==> config.mk <==
export PLATFORM = sky130hd
export DESIGN_NAME = fsgp_host
export DESIGN_NICKNAME = d
export VERILOG_FILES = /design/src/logic/fsgp_pkg.sv /design/src/logic/fsgp_tmr_if.sv /design/src/logic/fsgp_host.sv /design/src/logic/fsgp_phase_tmr.sv
export VERILOG_INCLUDE_DIRS = /design/src /design/src/logic
export SDC_FILE = /design/constraint.sdc
export NUM_CORES = 1
export LEC_CHECK = 0
export BUFFER_PORTS_ARGS = -buffer_cell sky130_fd_sc_hd__buf_2
export CORE_MARGIN = 10
export CORE_UTILIZATION = 45
export DETAILED_ROUTE_END_ITERATION = 8
export PLACE_DENSITY = 0.7
export SYNTH_ARGS = -nofsm -noshare
export SYNTH_HDL_FRONTEND = slang
export SYNTH_SLANG_ARGS = --single-unit
==> constraint.sdc <==
create_clock -name clock -period 3.3 [get_ports clock]
set_input_delay 0.66 -clock clock [delete_from_list [all_inputs] [get_ports clock]]
set_output_delay 0.66 -clock clock [all_outputs]
set_load 0.005 [all_outputs]
==> src/logic/fsgp_map.svh <==
// timing counts, address fields and codes for the flash group-protect host
`ifndef FSGP_MAP_SVH
`define FSGP_MAP_SVH

`define FSGP_CLK_NS 50
`define FSGP_SETUP_NS 50
`define FSGP_WE_PULSE_NS 100
`define FSGP_HOLD_NS 50
`define FSGP_ACCESS_NS 150
`define FSGP_PROT_PULSE_NS 100000
`define FSGP_CYC(ns) (((ns) + `FSGP_CLK_NS - 1) / `FSGP_CLK_NS)
`define FSGP_SYNC_CYC 2

`define FSGP_ADDR_W 21
`define FSGP_SECT_LO 16
`define FSGP_GRP_LO 18
`define FSGP_ID_PIN_BIT 9
`define FSGP_VSEL_HIGH_BIT 6
`define FSGP_VSEL_MID_BIT 1
`define FSGP_VSEL_LOW_BIT 0
`define FSGP_CHECK_LOW_BYTE 8'h02
`define FSGP_PROT_CODE 8'h01

`endif

==> src/logic/fsgp_pkg.sv <==
// types for the flash group-protect host
package fsgp_pkg;
  typedef enum logic [1:0] {
    FSGP_OP_WRITE = 2'h0,
    FSGP_OP_READ = 2'h1,
    FSGP_OP_PROTECT = 2'h2,
    FSGP_OP_VERIFY = 2'h3
  } fsgp_op_t;

  typedef enum logic [2:0] {
    FSGP_ST_IDLE = 3'h0,
    FSGP_ST_SETUP = 3'h1,
    FSGP_ST_ACTIVE = 3'h3,
    FSGP_ST_HOLD = 3'h2,
    FSGP_ST_DONE = 3'h6
  } fsgp_state_t;
endpackage

==> src/logic/fsgp_tmr_if.sv <==
// load and done handshake between the sequencer and its phase timer
`timescale 1ns/100ps
interface fsgp_tmr_if;
  logic load;
  logic [15:0] count;
  logic done;
  modport ctl (output load, output count, input done);
  modport tmr (input load, input count, output done);
endinterface

==> src/logic/fsgp_host.sv <==
// host controller driving flash strobes for command writes and group protection
//
// Functional notes
// [RQ1] device splits 2 MB into 32 sectors of 64 KB by top five address bits
// [RQ2] device forms eight groups of four sectors chosen by top three address bits
// [RQ3] command write only with strobe low, select low, gate high; host drives exactly that
// [RQ4] command register maps to no array address and never alters array directly
// [RQ5] device latches address on the later falling edge of strobe or select
// [RQ6] device latches data on the later rising edge of strobe or select
// [RQ7] latched command contents feed the device state machine choosing operation
// [RQ8] device blocks program and erase in any combination of protected groups
// [RQ9] device ships with every group unprotected
// [RQ10] host protects with high voltage on id pin and gate, select low, group on top bits
// [RQ11] protection programming runs from strobe falling edge to its rising edge
// [RQ12] host keeps group address unchanged while the protect pulse is low
// [RQ13] check mode returns 01h for protected group, 00h otherwise
// [RQ14] check needs high voltage id pin, select and gate low, strobe high, bits 0,1,0
// [RQ15] identification addresses with address line one low return id bytes
// [RQ16] after in-system id command, read at XX02h gives bit zero for protected group
// [RQ17] device unprotects while reset pin is elevated, reprotects when removed
// [RQ18] device drops a bad command sequence and returns to array read
// [RQ19] program or erase aimed at a protected group leaves it unchanged
`timescale 1ns/100ps
`include "fsgp_map.svh"
module fsgp_host
  import fsgp_pkg::*;
#(
  parameter int PROT_PULSE_CYC = `FSGP_CYC(`FSGP_PROT_PULSE_NS)
)
(
  input wire logic clock,
  input wire logic reset,
  input wire logic cmd_valid,
  input wire fsgp_op_t cmd_op,
  input wire logic [`FSGP_ADDR_W-1:0] cmd_addr,
  input wire logic [7:0] cmd_data,
  input wire logic unprotect_req,
  output logic cmd_ready,
  output logic rsp_valid,
  output logic [7:0] rsp_data,
  output logic rsp_protected,
  output logic [`FSGP_ADDR_W-1:0] flash_addr,
  output logic [7:0] flash_dq_out,
  output logic flash_dq_oe_n,
  input wire logic [7:0] flash_dq_in,
  output logic flash_chip_sel_n,
  output logic flash_out_gate_n,
  output logic flash_write_strobe_n,
  output logic flash_id_pin_hv,
  output logic flash_out_gate_hv,
  output logic flash_reset_hv
);
  localparam logic [15:0] SETUP_CYC = 16'(`FSGP_CYC(`FSGP_SETUP_NS));
  localparam logic [15:0] WE_CYC = 16'(`FSGP_CYC(`FSGP_WE_PULSE_NS));
  localparam logic [15:0] HOLD_CYC = 16'(`FSGP_CYC(`FSGP_HOLD_NS));
  localparam logic [15:0] READ_CYC = 16'(`FSGP_CYC(`FSGP_ACCESS_NS) + `FSGP_SYNC_CYC);
  localparam logic [15:0] PROT_CYC = 16'(PROT_PULSE_CYC);

  function automatic logic [2:0] group_of(input logic [`FSGP_ADDR_W-1:0] a);
    return a[`FSGP_ADDR_W-1:`FSGP_GRP_LO];
  endfunction

  function automatic logic is_write_op(input fsgp_op_t op);
    return (op == FSGP_OP_WRITE) || (op == FSGP_OP_PROTECT);
  endfunction

  fsgp_tmr_if tmr_bus ();
  fsgp_phase_tmr u_tmr (.clock(clock), .reset(reset), .t(tmr_bus));

  fsgp_state_t state_reg, state_next;
  fsgp_op_t op_reg, op_next;
  logic [`FSGP_ADDR_W-1:0] addr_reg, addr_next;
  logic [7:0] dout_reg, dout_next;
  logic cs_n_reg, cs_n_next;
  logic og_n_reg, og_n_next;
  logic we_n_reg, we_n_next;
  logic oe_n_reg, oe_n_next;
  logic a9_hv_reg, a9_hv_next;
  logic og_hv_reg, og_hv_next;
  logic ready_reg, ready_next;
  logic rsp_valid_reg, rsp_valid_next;
  logic [7:0] rsp_data_reg, rsp_data_next;
  logic rsp_prot_reg, rsp_prot_next;
  logic unprot_reg, unprot_next;
  logic [7:0] dq_s1_reg, dq_s2_reg;

  // two-stage catch of the data pins
  always_ff @(posedge clock) begin
    if (reset) begin
      dq_s1_reg <= 8'h00;
      dq_s2_reg <= 8'h00;
    end else begin
      dq_s1_reg <= flash_dq_in;
      dq_s2_reg <= dq_s1_reg;
    end
  end

  always_comb begin
    state_next = state_reg;
    op_next = op_reg;
    addr_next = addr_reg;
    dout_next = dout_reg;
    cs_n_next = cs_n_reg;
    og_n_next = og_n_reg;
    we_n_next = we_n_reg;
    oe_n_next = oe_n_reg;
    a9_hv_next = a9_hv_reg;
    og_hv_next = og_hv_reg;
    ready_next = ready_reg;
    rsp_valid_next = 1'b0;
    rsp_data_next = rsp_data_reg;
    rsp_prot_next = rsp_prot_reg;
    unprot_next = unprotect_req;
    tmr_bus.load = 1'b0;
    tmr_bus.count = 16'h0000;
    unique case (state_reg)
      FSGP_ST_IDLE: begin
        if (cmd_valid && ready_reg) begin
          op_next = cmd_op;
          addr_next = cmd_addr;
          dout_next = cmd_data;
          cs_n_next = 1'b0;
          ready_next = 1'b0;
          og_n_next = is_write_op(cmd_op); // see [RQ3]
          oe_n_next = (cmd_op != FSGP_OP_WRITE);
          if (cmd_op == FSGP_OP_PROTECT) begin
            a9_hv_next = 1'b1; // see [RQ10]
            og_hv_next = 1'b1;
          end
          if (cmd_op == FSGP_OP_VERIFY) begin
            // line one high keeps the id bytes off the bus, see [RQ15]
            a9_hv_next = 1'b1; // see [RQ14]
            addr_next[`FSGP_VSEL_HIGH_BIT] = 1'b0;
            addr_next[`FSGP_VSEL_MID_BIT] = 1'b1;
            addr_next[`FSGP_VSEL_LOW_BIT] = 1'b0;
          end
          tmr_bus.load = 1'b1;
          tmr_bus.count = SETUP_CYC;
          state_next = FSGP_ST_SETUP;
        end
      end
      FSGP_ST_SETUP: begin
        if (tmr_bus.done) begin
          tmr_bus.load = 1'b1;
          if (is_write_op(op_reg)) begin
            // strobe falls after select, so address is taken here, see [RQ5] [RQ11]
            we_n_next = 1'b0;
            tmr_bus.count = (op_reg == FSGP_OP_PROTECT) ? PROT_CYC : WE_CYC;
          end else begin
            tmr_bus.count = READ_CYC;
          end
          state_next = FSGP_ST_ACTIVE;
        end
      end
      FSGP_ST_ACTIVE: begin
        if (tmr_bus.done) begin
          if (is_write_op(op_reg)) begin
            // strobe rises first, ending the protect pulse, see [RQ11]
            we_n_next = 1'b1;
          end else begin
            rsp_data_next = dq_s2_reg;
            rsp_prot_next = dq_s2_reg[0]; // see [RQ13] [RQ16]
            og_n_next = 1'b1;
          end
          tmr_bus.load = 1'b1;
          tmr_bus.count = HOLD_CYC;
          state_next = FSGP_ST_HOLD;
        end
      end
      FSGP_ST_HOLD: begin
        if (tmr_bus.done) begin
          // select rises last, so the device takes data here, see [RQ6]
          cs_n_next = 1'b1;
          og_n_next = 1'b1;
          a9_hv_next = 1'b0;
          og_hv_next = 1'b0;
          rsp_valid_next = !is_write_op(op_reg);
          state_next = FSGP_ST_DONE;
        end
      end
      FSGP_ST_DONE: begin
        ready_next = 1'b1;
        // data stays driven one cycle past the select rise
        oe_n_next = 1'b1;
        state_next = FSGP_ST_IDLE;
      end
      default: begin
        state_next = FSGP_ST_IDLE;
      end
    endcase
  end

  always_ff @(posedge clock) begin
    if (reset) begin
      state_reg <= FSGP_ST_IDLE;
      op_reg <= FSGP_OP_WRITE;
      addr_reg <= '0;
      dout_reg <= 8'h00;
      cs_n_reg <= 1'b1;
      og_n_reg <= 1'b1;
      we_n_reg <= 1'b1;
      oe_n_reg <= 1'b1;
      a9_hv_reg <= 1'b0;
      og_hv_reg <= 1'b0;
      ready_reg <= 1'b1;
      rsp_valid_reg <= 1'b0;
      rsp_data_reg <= 8'h00;
      rsp_prot_reg <= 1'b0;
      unprot_reg <= 1'b0;
    end else begin
      state_reg <= state_next;
      op_reg <= op_next;
      addr_reg <= addr_next;
      dout_reg <= dout_next;
      cs_n_reg <= cs_n_next;
      og_n_reg <= og_n_next;
      we_n_reg <= we_n_next;
      oe_n_reg <= oe_n_next;
      a9_hv_reg <= a9_hv_next;
      og_hv_reg <= og_hv_next;
      ready_reg <= ready_next;
      rsp_valid_reg <= rsp_valid_next;
      rsp_data_reg <= rsp_data_next;
      rsp_prot_reg <= rsp_prot_next;
      unprot_reg <= unprot_next;
    end
  end

  assign cmd_ready = ready_reg;
  assign rsp_valid = rsp_valid_reg;
  assign rsp_data = rsp_data_reg;
  assign rsp_protected = rsp_prot_reg;
  assign flash_addr = addr_reg;
  assign flash_dq_out = dout_reg;
  assign flash_dq_oe_n = oe_n_reg;
  assign flash_chip_sel_n = cs_n_reg;
  assign flash_out_gate_n = og_n_reg;
  assign flash_write_strobe_n = we_n_reg;
  assign flash_id_pin_hv = a9_hv_reg;
  assign flash_out_gate_hv = og_hv_reg;
  assign flash_reset_hv = unprot_reg; // see [RQ17]

  // helper: length of the current strobe low phase
  logic [15:0] we_low_cnt;
  always_ff @(posedge clock) begin
    if (reset || we_n_reg) begin
      we_low_cnt <= 16'h0000;
    end else begin
      we_low_cnt <= we_low_cnt + 16'h0001;
    end
  end

  a_write_combo: assert property (@(posedge clock) disable iff (reset) // see [RQ3]
    !we_n_reg && (op_reg == FSGP_OP_WRITE) |-> !cs_n_reg && og_n_reg && !og_hv_reg && !a9_hv_reg)
    else $error("command write with wrong strobe combination");

  a_protect_levels: assert property (@(posedge clock) disable iff (reset) // see [RQ10]
    !we_n_reg && (op_reg == FSGP_OP_PROTECT) |-> a9_hv_reg && og_hv_reg && !cs_n_reg)
    else $error("protect pulse without high voltage setup");

  a_group_held: assert property (@(posedge clock) disable iff (reset) // see [RQ12]
    !we_n_reg && !$past(we_n_reg) |-> group_of(addr_reg) == group_of($past(addr_reg)))
    else $error("group address moved during strobe low");

  a_verify_levels: assert property (@(posedge clock) disable iff (reset) // see [RQ14]
    (state_reg == FSGP_ST_ACTIVE) && (op_reg == FSGP_OP_VERIFY) |->
      a9_hv_reg && !cs_n_reg && !og_n_reg && we_n_reg &&
      !addr_reg[`FSGP_VSEL_HIGH_BIT] && addr_reg[`FSGP_VSEL_MID_BIT] &&
      !addr_reg[`FSGP_VSEL_LOW_BIT])
    else $error("verify read with wrong pin levels");

  a_pulse_length: assert property (@(posedge clock) disable iff (reset) // see [RQ11]
    $rose(we_n_reg) |-> $past(we_low_cnt) == (($past(op_reg) == FSGP_OP_PROTECT) ?
      PROT_CYC : WE_CYC))
    else $error("strobe low phase has wrong length");

  a_select_brackets: assert property (@(posedge clock) disable iff (reset) // see [RQ5] [RQ6]
    (!we_n_reg || $rose(we_n_reg)) |-> !cs_n_reg && !$past(cs_n_reg))
    else $error("select does not bracket the strobe");

  a_rsp_sample: assert property (@(posedge clock) disable iff (reset) // see [RQ13]
    rsp_valid_reg |-> rsp_protected == rsp_data_reg[0] && $past(cs_n_reg) == 1'b0)
    else $error("response bit does not follow sampled data");
endmodule

==> src/logic/fsgp_phase_tmr.sv <==
// down counter timing each pin phase
`timescale 1ns/100ps
module fsgp_phase_tmr
  import fsgp_pkg::*;
(
  input wire logic clock,
  input wire logic reset,
  fsgp_tmr_if.tmr t
);
  logic [15:0] cnt_reg;
  logic [15:0] cnt_next;

  always_comb begin
    cnt_next = cnt_reg;
    if (t.load) begin
      cnt_next = t.count;
    end else if (cnt_reg != 16'h0000) begin
      cnt_next = cnt_reg - 16'h0001;
    end
  end

  always_ff @(posedge clock) begin
    if (reset) begin
      cnt_reg <= 16'h0000;
    end else begin
      cnt_reg <= cnt_next;
    end
  end

  // done must not look at load: the sequencer raises load from done
  assign t.done = (cnt_reg == 16'h0000);

  a_timer_counts: assert property (@(posedge clock) disable iff (reset)
    t.load && (t.count == 16'h0002) |=> !t.done ##1 !t.done ##1 t.done)
    else $error("phase timer length wrong");
endmodule

== Yosys cells after proc, flatten, opt, wreduce, memory -nomap -nowiden ==
Cells that the tools add are included.

* Input port bits: 43
* Register bits after elaboration: 84
* Output and inout port bits: 47

* Mux-type cells: 40
* Bitwise operators: 3
* Add/sub/neg operators: 1
* Equality and inequality tests: 16
* Reduce and logical (&&, ||, !) cells: 26

{| class="wikitable"
|+ Operator list
! cell !! count
|-
| 2-to-1 mux 11 bit || 3
|-
| case mux 11 bit (3 select lines) || 1
|-
| 2-to-1 mux 16 bit || 2
|-
| 2-to-1 mux 1 bit || 20
|-
| logical NOT 16 bit || 1
|-
| != test 2 bit, second input constant || 8
|-
| nonzero test 16 bit || 1
|-
| subtractor 16 x 1 -> 16 bit, second input constant || 1
|-
| case mux 1 bit (2 select lines) || 7
|-
| 2-to-1 mux 3 bit || 4
|-
| case mux 3 bit (4 select lines) || 1
|-
| AND reduction 4 bit || 3
|-
| AND reduction 5 bit || 2
|-
| nonzero test 2 bit || 5
|-
| equality test 2 bit, second input constant || 3
|-
| equality test 3 x 2 -> 1 bit, second input constant || 2
|-
| AND reduction 3 bit || 2
|-
| logical NOT 2 bit || 2
|-
| AND reduction 2 bit || 2
|-
| equality test 3 x 1 -> 1 bit, second input constant || 1
|-
| equality test 3 bit, second input constant || 1
|-
| logical NOT 3 bit || 1
|-
| != test 3 bit, second input constant || 1
|-
| inverter 1 bit || 3
|-
| other kinds (8) || 9
|}

== Longest topological paths before layout ==
Gate-level depths: netlist of the first run.

* Depth after elaboration: 6
* Depth in mapped cells: 8
* Mapped depth without buffers: 6

== Cells and area by module ==
From an unflattened synthesis of the first run, not the netlist that was laid out.

* Cells, all modules: 397
* Area, all modules: 3,483.3 µm²

{| class="wikitable"
|+ By module, submodules not included
! module !! times used !! sequential area each (µm²) !! area an instance (µm²) !! cells an instance
|-
| fsgp_host || 1 || 1,341.3 || 2,518.7 || 281
|-
| fsgp_phase_tmr || 1 || 320.3 || 964.7 || 116
|}

== Least setup slack after synthesis of the first run ==
No wires, ideal clock.

* Path type: register -> register
* Start: register u_tmr.cnt_reg[1]
* End: register rsp_valid_reg, in the netlist rsp_valid
* Arrival: 1,678 ps
* Required time: 3,227 ps
* Setup slack: 1,549 ps
* Cell stages (with the launch flop): 7
* Clock period less this slack: 1,751 ps
* Cells stage by stage: dfxtp_1 > inv_1 > ha_1 > nor4b_2 > nand4_4 > or4b_4 > nor3b_2

* Cells in the longest elaborated chain, start to end: 3

{| class="wikitable"
|+ RTL lines
! element !! RTL line !! text
|-
| start: declaration || fsgp_phase_tmr.sv:10 || <nowiki>logic [15:0] cnt_reg;</nowiki>
|-
| start signal: assignment || fsgp_phase_tmr.sv:26 || <nowiki>cnt_reg <= cnt_next;</nowiki>
|-
| logical NOT 16 bit || fsgp_phase_tmr.sv:31 || <nowiki>assign t.done = (cnt_reg == 16'h0000);</nowiki>
|-
| inverter 1 bit (no line) || - ||
|-
| OR reduction 3 bit (no line) || - ||
|-
| end signal: assignment || fsgp_host.sv:222 || <nowiki>rsp_valid_reg <= rsp_valid_next;</nowiki>
|-
| end: declaration || fsgp_host.sv:81 || <nowiki>logic rsp_valid_reg, rsp_valid_next;</nowiki>
|}

No other way between the ends.
A chain may end at the register's enable or synchronous reset.

== Final worst setup path of the first run ==
* Start: register u_tmr.cnt_reg[1]
* End: register og_hv_reg, in the netlist flash_out_gate_hv

* Cells in the longest elaborated chain, start to end: 3

{| class="wikitable"
|+ RTL lines
! element !! RTL line !! text
|-
| logical NOT 16 bit || fsgp_phase_tmr.sv:31 ||
|-
| != test 2 bit (no line) || - ||
|-
| AND reduction 4 bit (no line) || - ||
|-
| end signal: assignment || fsgp_host.sv:220 || <nowiki>og_hv_reg <= og_hv_next;</nowiki>
|-
| end: declaration || fsgp_host.sv:79 || <nowiki>logic og_hv_reg, og_hv_next;</nowiki>
|}

No other way between the ends.

==> impl_results.md, run 1 <==
- # setup viols final: 0
- Core Area: 0.00687 mm^2
- Sequential share of power: 42.3%
- RD Place Congestion: 0.754
- Final wirelength: 7.77 mm
- Avg Inst Size Synth: 8.80 um^2
- Clock Path Buffers: 2
- Sw frac: 39.5%
- Die Ht: 105 um
- Filler cell count: 640
- Clock slew at reported path FFs: 0.08 ns
- # Max-Cap Violations: 0
- Number of enable flip-flop cells after synthesis: 0
- Syn Inst Count: 366
- Sequential area share after synthesis: 51.6%
- Number of synthesized register bits: 83
- Crit-path slowest cell: nor3b_2
- Share of the synthesized area in the top cell type: 51.6%
- Ys async rst share: 0%
- Crit path max fanout: 11
- Hold/Removal Path Class: register to register
- Top layer in use: met4
- Synth top area cells: dfxtp_1, nand2_1, a21oi_1, nor2b_1, o21ai_0
- I/O Buffers: 89
- Met2 wire length: 4.01 mm
- Main flop type after synthesis: dfxtp_1
- Ant diodes: 0
- CP top delay family: simple AND/OR/NAND/NOR gates
- Internal: 1.88 mW
- Via density: 5.07
- Die width: 105 um
- TritonCTS sink count: 83
- Worst Setup Path Type: register to register
- Max FFs per register: 21
- Worst path bufs/invs: 2
- Worst EP arrival: 2.62 ns
- Drt wl/cell: 14.2 um
- Vias in the first global route: 2705
- Clock root cell: clkbuf_8
- # DRC: 0
- Max-slew violation count: 0
- Met3 wire length: 359 um
- Hold_buf cts: 0
- Initial core utilization: 46.9%
- Overflow after GRT: 0
- Most frequent cell after synthesis: dfxtp_1
- Synthesis-to-layout area growth: 20.4%
- Total CTS buffers: 9
- Final worst path period need: 2.38 ns
- Post-synthesis net count: 411
- VDD IR max: 0.385 mV
- Lkg Pwr: 1.63 nW
- Final nets: 490
- Unique masters post-synth: 47
- Combinational group share of total power: 37.7%
- Max_slew headroom: 22.6%
- Detail Route Antenna Nets: 0
- TritonCTS clock tree: built
- Status: complete, no violations
- Fin Hold WS: 0.439 ns
- Iteration-0 DRC Markers: 131
- Ratio of cells with drive above 1 in the final layout: 26.0%
- Worst Setup Start Kind: register
- Crit end category: register
- Yosys top cell by area: dfxtp_1
- Worst stage delay on the critical path: 0.61 ns
- Fmax: 421 MHz
- Req. time, crit path: 3.54 ns
- Setup Skew: 0.00910 ns
- PostCTS Resize Cnt: 0
- Die area: 0.0109 mm^2
- H-tree depth: 3
- Setup TNS: 0 ns
- First-pass GRT wire length: 13.1 mm
- Synth Cell Area: 0.00322 mm^2
- Clock Power Share: 19.9%
- Setup bufs post-CTS: 0
- Worst-Margin Slew: 1.16 ns
- Routed length on met1: 3.29 mm
- Row count: 30
- Largest net degree at the start of global routing: 43
- Commonest cells in the netlist: dfxtp_1, nand2_1, a21oi_1
- P_sw: 1.23 mW
- Router iterations before antenna repair: 5
- Cells along the critical path: inv_1, ha_1, nor4b_2, nor3b_2, buf_4, a41oi_1, a32o_1
- Crit share post-route: 72.0%
- Vias: 2766
- Setup repair after global routing missed its margin: no
- HPWL Detailed: 5.61 mm
- YS warnings: 0
- GRT Overall Usage: 14.2%
- Antenna violations before repair: 0
- Final Hold Fails: 0
- PD cells: 801 mW/mm^2
- Later-pin clock latency in the skew report: 0.35 ns
- IO Count: 90
-- logic make-up after synthesis --
logic type                 count (synthesis)  synth area share [%]
and+or+nand+nor                          156                  26.0
AOI/OAI and AO/OA                         85                  15.2
DFF                                       83                  51.6
buffers and inverters                     31                  3.92
xor gates and xnor gates                   8                  2.17
adders and majority gates                  2                 0.777
muxes                                      1                 0.311
-- cell type report --
class                   count  area, um^2  area share (%)
multi-input cells         252        1440            37.1
clock inverters             5        30.0           0.774
repair buffers             93         475            12.3
clock buffers              11         131            3.39
well taps                  96         120            3.10
flip-flops and latches     83        1660            42.8
inverters                   6        22.5           0.580
-- through the flow --
step | std cells | area, um^2 | total power [mW] | util [%] | worst slack [ns]
2_1_floorplan | 366 | 3220 | 2.22 | - | 1.55
3_3_place_gp | 530 | 3720 | 2.48 | 54.1 | 0.919
3_5_place_dp | 530 | 3720 | 2.51 | 54.1 | 0.894
4_1_cts | 546 | 3880 | 3.14 | 56.5 | 0.885
5_1_grt | 546 | 3880 | 3.36 | 56.5 | 0.729
6_report | 546 | 3880 | 3.11 | 56.5 | 0.923
-- worst reg2reg max path, cell delays in order (launching register included) --
cell	delay, ns
dfxtp_1	0.34
inv_1	0.11
ha_1	0.17
nor4b_2	0.35
nor3b_2	0.61
buf_4	0.29
a41oi_1	0.16
a32o_1	0.25
-- cells in the final DEF (no fill, tap or decap), drive strengths merged, types with 4 or more instances in the layout --
cell and instances:
buf 93, dfxtp 83, nand2 70, a21oi 46, nor2b 19, o21ai 17
nor2 13, nand3 11, nand4 11, clkbuf 11, xor2 8, nor3 7
inv 6, a31oi 4, nor3b 4
-- metal layers --
| layer | GRT usage, % | vias to the layer above |
|---|---|---|
| met4 | 5.10 | 0 |
| met3 | 4.24 | 11 |
| met1 | 16.9 | 1274 |
| met5 | 0 | - |
| met2 | 23.8 | 59 |
| li1 | - | 1422 |
-- path summary, 6_finish.rpt --
path                                           to  cells after the start              from  slack [ns]
worst max-delay path            flash_out_gate_hv                      7  u_tmr.cnt_reg[1]        0.92
worst min-delay path                 dq_s2_reg[4]                      1      dq_s1_reg[4]        0.44
worst max register to register  flash_out_gate_hv                      7  u_tmr.cnt_reg[1]        0.92
worst min register to register       dq_s2_reg[4]                      1      dq_s1_reg[4]        0.44
-- power by group through the flow --
stage / Clock [mW] / Sequential, mW / Combinational (mW)
after floorplan: 0 / 1.31 / 0.915
after global placement: 0 / 1.33 / 1.15
after detailed placement: 0 / 1.34 / 1.17
after CTS: 0.637 / 1.32 / 1.18
after global routing: 0.685 / 1.35 / 1.33
final: 0.620 / 1.32 / 1.17
Note: power is estimated with default switching activity, not from simulation.
==> run 2, diff against run 1 <==
Settings changed: ABC_AREA from default to 1.
Clock period 3.3 ns to 2.4 ns, I/O delays scaled along.
==> run 2 against run 1 <==
Against the previous run:
- sequential share of layout area down 2.3 points
- core utilization up 0.096 points
- routed wire length up 4.6%
- clock skew about the same
- final cell count up 16%
- largest cell class unchanged
- largest power group is now combinational cells
- highest routed layer unchanged
==> impl_results.md, run 2 <==
- TritonCTS sink count: 83 (unchanged)
- Req. time, crit path: 2.64 ns (-0.90 ns)
- Final worst path period need: 1.69 ns (-0.683 ns)
- Ant diodes: 0 (unchanged)
- Post-Place Worst Slack: 0.533 ns (-0.361 ns)
- PD cells: 1210 mW/mm^2 (+51%)
- Crit share post-route: 70.6% (-1.4 points)
- Status: complete, no violations
- Synth Cell Area: 0.00336 mm^2 (+4.4%)
- IO Count: 90 (unchanged)
- Detail Route Antenna Nets: 0 (unchanged)
- Reg area: 0.00166 mm^2 (unchanged)
- Vias in the first global route: 2939 (+8.7%)
- Synth top area cells: dfxtp_1, nand2_1, a21oi_1, nor2_1, inv_1
- Worst-Margin Slew: 0.490 ns (-0.672 ns)
- Clock Path Buffers: 2 (unchanged)
- Clock root cell: clkbuf_8
- # DRC: 0 (unchanged)
- YS warnings: 0 (unchanged)
- Crit path max fanout: 15 (+4)
- Commonest cells in the netlist: nand2_1, dfxtp_1, nor2_1
- Largest net degree at the start of global routing: 33 (-23%)
- Most common cell after layout, fill and taps aside: nand2_1
- Synthesis-to-layout area growth: 22.0%
- Router iterations before antenna repair: 4 (-1)
- Most frequent cell after synthesis: nand2_1
- # setup viols final: 0 (unchanged)
- Worst EP arrival: 1.94 ns (-0.68 ns)
- Setup Skew: 0.00917 ns (+0.0000700 ns)
- Met2 Usage GRT: 26.3% (+2.5 points)
- Die Ht: 106 um (+1.8%)
- Max-slew violation count: 0 (unchanged)
- Filler cell count: 724 (+13%)
- Final wirelength: 8.13 mm (+4.6%)
- Max_slew headroom: 67.1% (+45 points)
- Iteration-0 DRC Markers: 121 (-7.6%)
- Lkg Pwr: 1.98 nW (+22%)
- Number of synthesized register bits: 83 (unchanged)
- Setup bufs post-CTS: 0 (unchanged)
- Initial core utilization: 46.4% (-0.53 points)
- Via density: 4.80 (-5.3%)
- I/O Buffers: 89 (unchanged)
- Worst Setup Start Kind: register
- Core Area: 0.00725 mm^2 (+5.6%)
- Met3 Use GR: 4.71% (+0.47 points)
- Hold_buf cts: 0 (unchanged)
- Ys async rst share: 0% (unchanged)
- Avg Inst Size Synth: 7.63 um^2 (-13%)
- Overflow after GRT: 0 (unchanged)
- VDD IR max: 0.704 mV (+83%)
- PostCTS Resize Cnt: 0 (unchanged)
- Met1 GRT Util: 16.0% (-0.93 points)
- Vias: 3032 (+9.6%)
- # Max-Cap Violations: 0 (unchanged)
- GRT Overall Usage: 14.7% (+0.48 points)
- Total CTS buffers: 9 (unchanged)
- Clock slew at reported path FFs: 0.08 ns (about the same)
- HPWL Detailed: 6.14 mm (+9.4%)
- Yosys top cell by area: dfxtp_1
- Antenna violations before repair: 0 (unchanged)
- Unique masters post-synth: 36 (-23%)
- Most frequent cells in the layout: nand2_1, buf_2, dfxtp_1
- Ratio of cells with drive above 1 in the final layout: 26.3% (+0.27 points)
- Area of the multi-input gates: 0.00146 mm^2 (+1.4%)
- Setup TNS: 0 ns (unchanged)
- Row count: 31 (+3.3%)
- Main flop type after synthesis: dfxtp_1
- Number of enable flip-flop cells after synthesis: 0 (unchanged)
- Max FFs per register: 21 (unchanged)
- First-pass GRT wire length: 13.9 mm (+6.2%)
- Syn Inst Count: 441 (+20%)
- Setup repair after global routing missed its margin: no
- Hold/Removal Path Class: input pin to register
- Die area: 0.0113 mm^2 (+3.5%)
- Final Hold Fails: 0 (unchanged)
- Final nets: 573 (+17%)
- Later-pin clock latency in the skew report: 0.35 ns (about the same)
- Drt wl/cell: 12.9 um (-9.6%)
- Post-synthesis net count: 486 (+18%)
- Fmax: 590 MHz (+40%)
- Crit end category: register
- Share of the synthesized area in the top cell type: 49.4% (-2.2 points)
- Final worst slack: 0.705 ns (-0.217 ns)
- TritonCTS clock tree: built
- H-tree depth: 3 (unchanged)
- Worst Setup Path Type: register to register
- Most used routing layer: met2
- Sequential area share after synthesis: 49.4% (-2.2 points)
- RD Place Congestion: 0.838 (+11%)
- Die width: 106 um (+1.8%)
==> run 2: where the power goes <==
part	switching, mW	leakage [nW]	total [mW]	internal (mW)
clock network	0.497	0.110	1.12	0.620
registers	0.189	0.680	1.84	1.65
logic	1.27	1.19	2.00	0.728
==> run 2: cell type report <==
cell class	count	area share, %
Sequential cell	83	40.5
Clock buffer	11	3.45
Multi-Input combinational cell	299	35.5
Tap cell	99	3.02
Clock inverter	5	2.07
Inverter	42	3.84
Timing Repair Buffer	93	11.6
==> run 2: cell families (layout without fill, tap and decap cells) <==
kind of cell    after synthesis  in the layout  share of synthesized area, %
xor+xnor                      7              7                          1.82
flops                        83             83                          49.4
fa+ha+maj                     2              2                         0.744
buf+inv                      59            151                          7.22
compound gates               64             64                          10.5
simple gates                226            226                          30.3
==> run 2: per-layer routing <==
metal,vias to the layer above,part of all wire (%)
li1,1572,-
met2,67,53
met5,-,0
met1,1381,40
met4,0,1.8
met3,12,4.8
==> run 2: path summary, 6_finish.rpt <==
| kind | cells after the start | slack [ns] | start | end |
|---|---|---|---|---|
| max | 9 | 0.71 | u_tmr.cnt_reg[0] | state_reg[0] |
| min | 3 | 0.32 | flash_dq_in[4] | dq_s1_reg[4] |
| max reg2reg | 9 | 0.71 | u_tmr.cnt_reg[0] | state_reg[0] |
| min reg2reg | 2 | 0.41 | dq_s1_reg[5] | dq_s2_reg[5] |
==> run 2: worst max-delay path, cell delays in order (launching register included) <==
cell	delay [ns]
dfxtp_1	0.33
inv_1	0.12
ha_1	0.19
nand2_1	0.09
nor2_4	0.21
nand2_4	0.18
a21boi_4	0.24
nand2_2	0.09
nor2_1	0.10
nor2_1	0.05
==> run 2: stage by stage <==
stage	util [%]	area, um^2	power [mW]	hold WS (ns)	std cells
4_1_cts	56.6	4100	5.01	0.308	632
5_1_grt	56.6	4100	5.37	0.305	632
6_report	56.6	4100	4.95	0.325	632
2_1_floorplan	-	3360	3.39	0.388	441
3_3_place_gp	53.5	3880	3.83	0.389	616
3_5_place_dp	53.5	3880	3.88	0.394	616
==> run 3, diff against run 2 <==
Settings changed: PLACE_DENSITY 0.7 to 0.73.
Clock period 2.4 ns to 1.4 ns, I/O delays scaled along.
==> run 3 against run 2 <==
Against the previous run:
- the flow now finishes with violations (negative setup slack)
- critical path depth is the same
- core utilization grew 5.5 points
- die area is the same
- largest cell class unchanged
==> impl_results.md, run 3 (same netlist as run 2, synthesis figures left out) <==
- Status: complete, but fails checks
- Failing checks: negative setup slack
- Req. time, crit path: 1.64 ns (-1.00 ns)
- Filler cell count: 660 (-8.8%)
- Antenna violations before repair: 0 (unchanged)
- VDD IR max: 0.913 mV (+30%)
- Router iterations before antenna repair: 4 (unchanged)
- Synthesis-to-layout area growth: 33.8%
- Final nets: 610 (+6.5%)
- GRT Overall Usage: 15.4% (+0.66 points)
- Worst EP arrival: 1.66 ns (-0.28 ns)
- Clock slew at reported path FFs: 0.10 ns (+0.02 ns)
- Clock root cell: clkbuf_8
- Worst-Margin Slew: 0.330 ns (-0.160 ns)
- Crit path max fanout: 7 (-8)
- Area of the multi-input gates: 0.00157 mm^2 (+7.7%)
- RR Startpoint: u_tmr.cnt_reg[1]
- Ant diodes: 0 (unchanged)
- Setup Skew: 0.0122 ns (+0.00304 ns)
- Hold/Removal Path Class: input pin to register
- Final core occ: 62.0% (+5.5 points)
- Crit end category: register
- I/O Buffers: 89 (unchanged)
- Largest net degree at the start of global routing: 23 (-30%)
- # setup viols final: 9 (+9)
- # Max-Cap Violations: 0 (unchanged)
- FF-to-FF setup slack: -0.02 ns (-0.72 ns)
- Hold_buf cts: 0 (unchanged)
- Detail Route Antenna Nets: 0 (unchanged)
- PD cells: 2130 mW/mm^2 (+77%)
- Die area: 0.0113 mm^2 (unchanged)
- Worst hold path stage count: 3 (unchanged)
- R2r endpoint: flash_chip_sel_n
- Core Area: 0.00725 mm^2 (unchanged)
- Min-Delay Endpoint: dq_s1_reg[5]
- Clock Path Buffers: 2 (unchanged)
- Setup TNS: -0.0562 ns (-0.0562 ns)
- Final Hold Fails: 0 (unchanged)
- Max-slew violation count: 0 (unchanged)
- Max_slew headroom: 77.9% (+11 points)
- Worst Reg-to-Reg Cells: 9 (unchanged)
- Initial core utilization: 46.4% (unchanged)
- Post-Place Worst Slack: -0.0839 ns (-0.617 ns)
- HP Start: flash_dq_in[5]
- Die width: 106 um (unchanged)
- Most frequent cells in the layout: nand2_1, buf_2, dfxtp_1
- Die Ht: 106 um (unchanged)
- Lkg Pwr: 2.19 nW (+11%)
- Reg area: 0.00167 mm^2 (+0.53%)
- Via density: 4.82 (+0.51%)
- Worst Setup Path Type: register to register
- Drt wl/cell: 13.1 um (+2.0%)
- Crit share post-route: 101% (+31 points)
- RD Place Congestion: 0.875 (+4.4%)
- Iteration-0 DRC Markers: 190 (+57%)
- Final wirelength: 8.78 mm (+8.0%)
- TritonCTS sink count: 83 (unchanged)
- Vias: 3226 (+6.4%)
- Vias in the first global route: 3083 (+4.9%)
- Setup repair after global routing missed its margin: yes
- Fmax: 705 MHz (+19%)
- Ratio of cells with drive above 1 in the final layout: 36.0% (+9.7 points)
- TritonCTS clock tree: built
- H-tree depth: 3 (unchanged)
- Overflow after GRT: 0 (unchanged)
- Final worst slack: -0.0187 ns (-0.724 ns)
- Total CTS buffers: 9 (unchanged)
- Worst Setup Start Kind: register
- # DRC: 0 (unchanged)
- Max FFs per register: 21 (unchanged)
- Later-pin clock latency in the skew report: 0.36 ns (about the same)
- Most common cell after layout, fill and taps aside: nand2_1
- First-pass GRT wire length: 14.5 mm (+3.9%)
- IO Count: 90 (unchanged)
- Final worst path period need: 1.42 ns (-0.276 ns)
- Row count: 31 (unchanged)
- HPWL Detailed: 6.49 mm (+5.7%)
run 3: cell count changes in the layout (fill, tap and decap cells not counted), sizes merged:
cell / before / now
buf: 93 / 130
inv: 42 / 46
clkbuf: 11 / 9
bufinv: 2 / 1
clkinvlp: 1 / 0
run 3: through the flow:
step                hold slack, ns  cells  power, mW  area (um^2)
floorplan                    0.387    441       5.81         3360
global placement             0.389    645       7.07         4100
detailed placement           0.395    645       7.16         4100
CTS                          0.106    665       9.21         4370
global route                 0.100    669       10.3         4500
finish                       0.112    669       9.60         4500
run 3: area by class of cell:
type	instances	share of cell area [%]
tap	99	2.75
clock inverter	7	1.81
sequential	83	37.1
clock buffer	9	2.75
inverter	42	3.56
timing repair buffer	130	17.1
multi-input combinational	299	34.9
run 3: how the worst max path moves through the flow:
stage / endpoint / depth (start not counted) / start / slack (ns)
floorplan: state_reg[0] / 9 / u_tmr.cnt_reg[0] / 0.01
global placement: u_tmr.cnt_reg[12] / 8 / u_tmr.cnt_reg[0] / -0.08
detailed placement: state_reg[0] / 9 / u_tmr.cnt_reg[0] / -0.08
CTS: flash_chip_sel_n / 9 / u_tmr.cnt_reg[1] / -0.04
global route: u_tmr.cnt_reg[7] / 7 / u_tmr.cnt_reg[4] / -0.14
finish: flash_chip_sel_n / 9 / u_tmr.cnt_reg[1] / -0.02
run 3: layer usage:
| layer | vias up | global-route usage, % | part of all wire [%] |
|---|---|---|---|
| met5 | - | 0 | 0 |
| met4 | 0 | 7.16 | 2.0 |
| met3 | 19 | 2.84 | 3.1 |
| met2 | 68 | 27.7 | 54 |
| met1 | 1477 | 17.1 | 41 |
| li1 | 1662 | - | - |
run 3: power by group:
part | internal [mW] | switching [mW]
sequential | 2.84 | 0.343
clock | 0.860 | 0.946
combinational | 2.02 | 2.59
run 3: repair_timing:
item | in CTS | in global routing
endpoints found under the setup margin | 38 | 58
pin swaps | 5 | 9
resized for setup | 14 | 30
setup buffers | 4 | 4
run 3: critical path: stages (launching register included):
cell      delay [ns]
dfxtp_2         0.33
inv_2           0.07
ha_4            0.16
nand2_4         0.05
nor2_4          0.15
nand2_4         0.12
a21boi_4        0.20
nand2_1         0.09
nand2_2         0.07
nand3_2         0.05
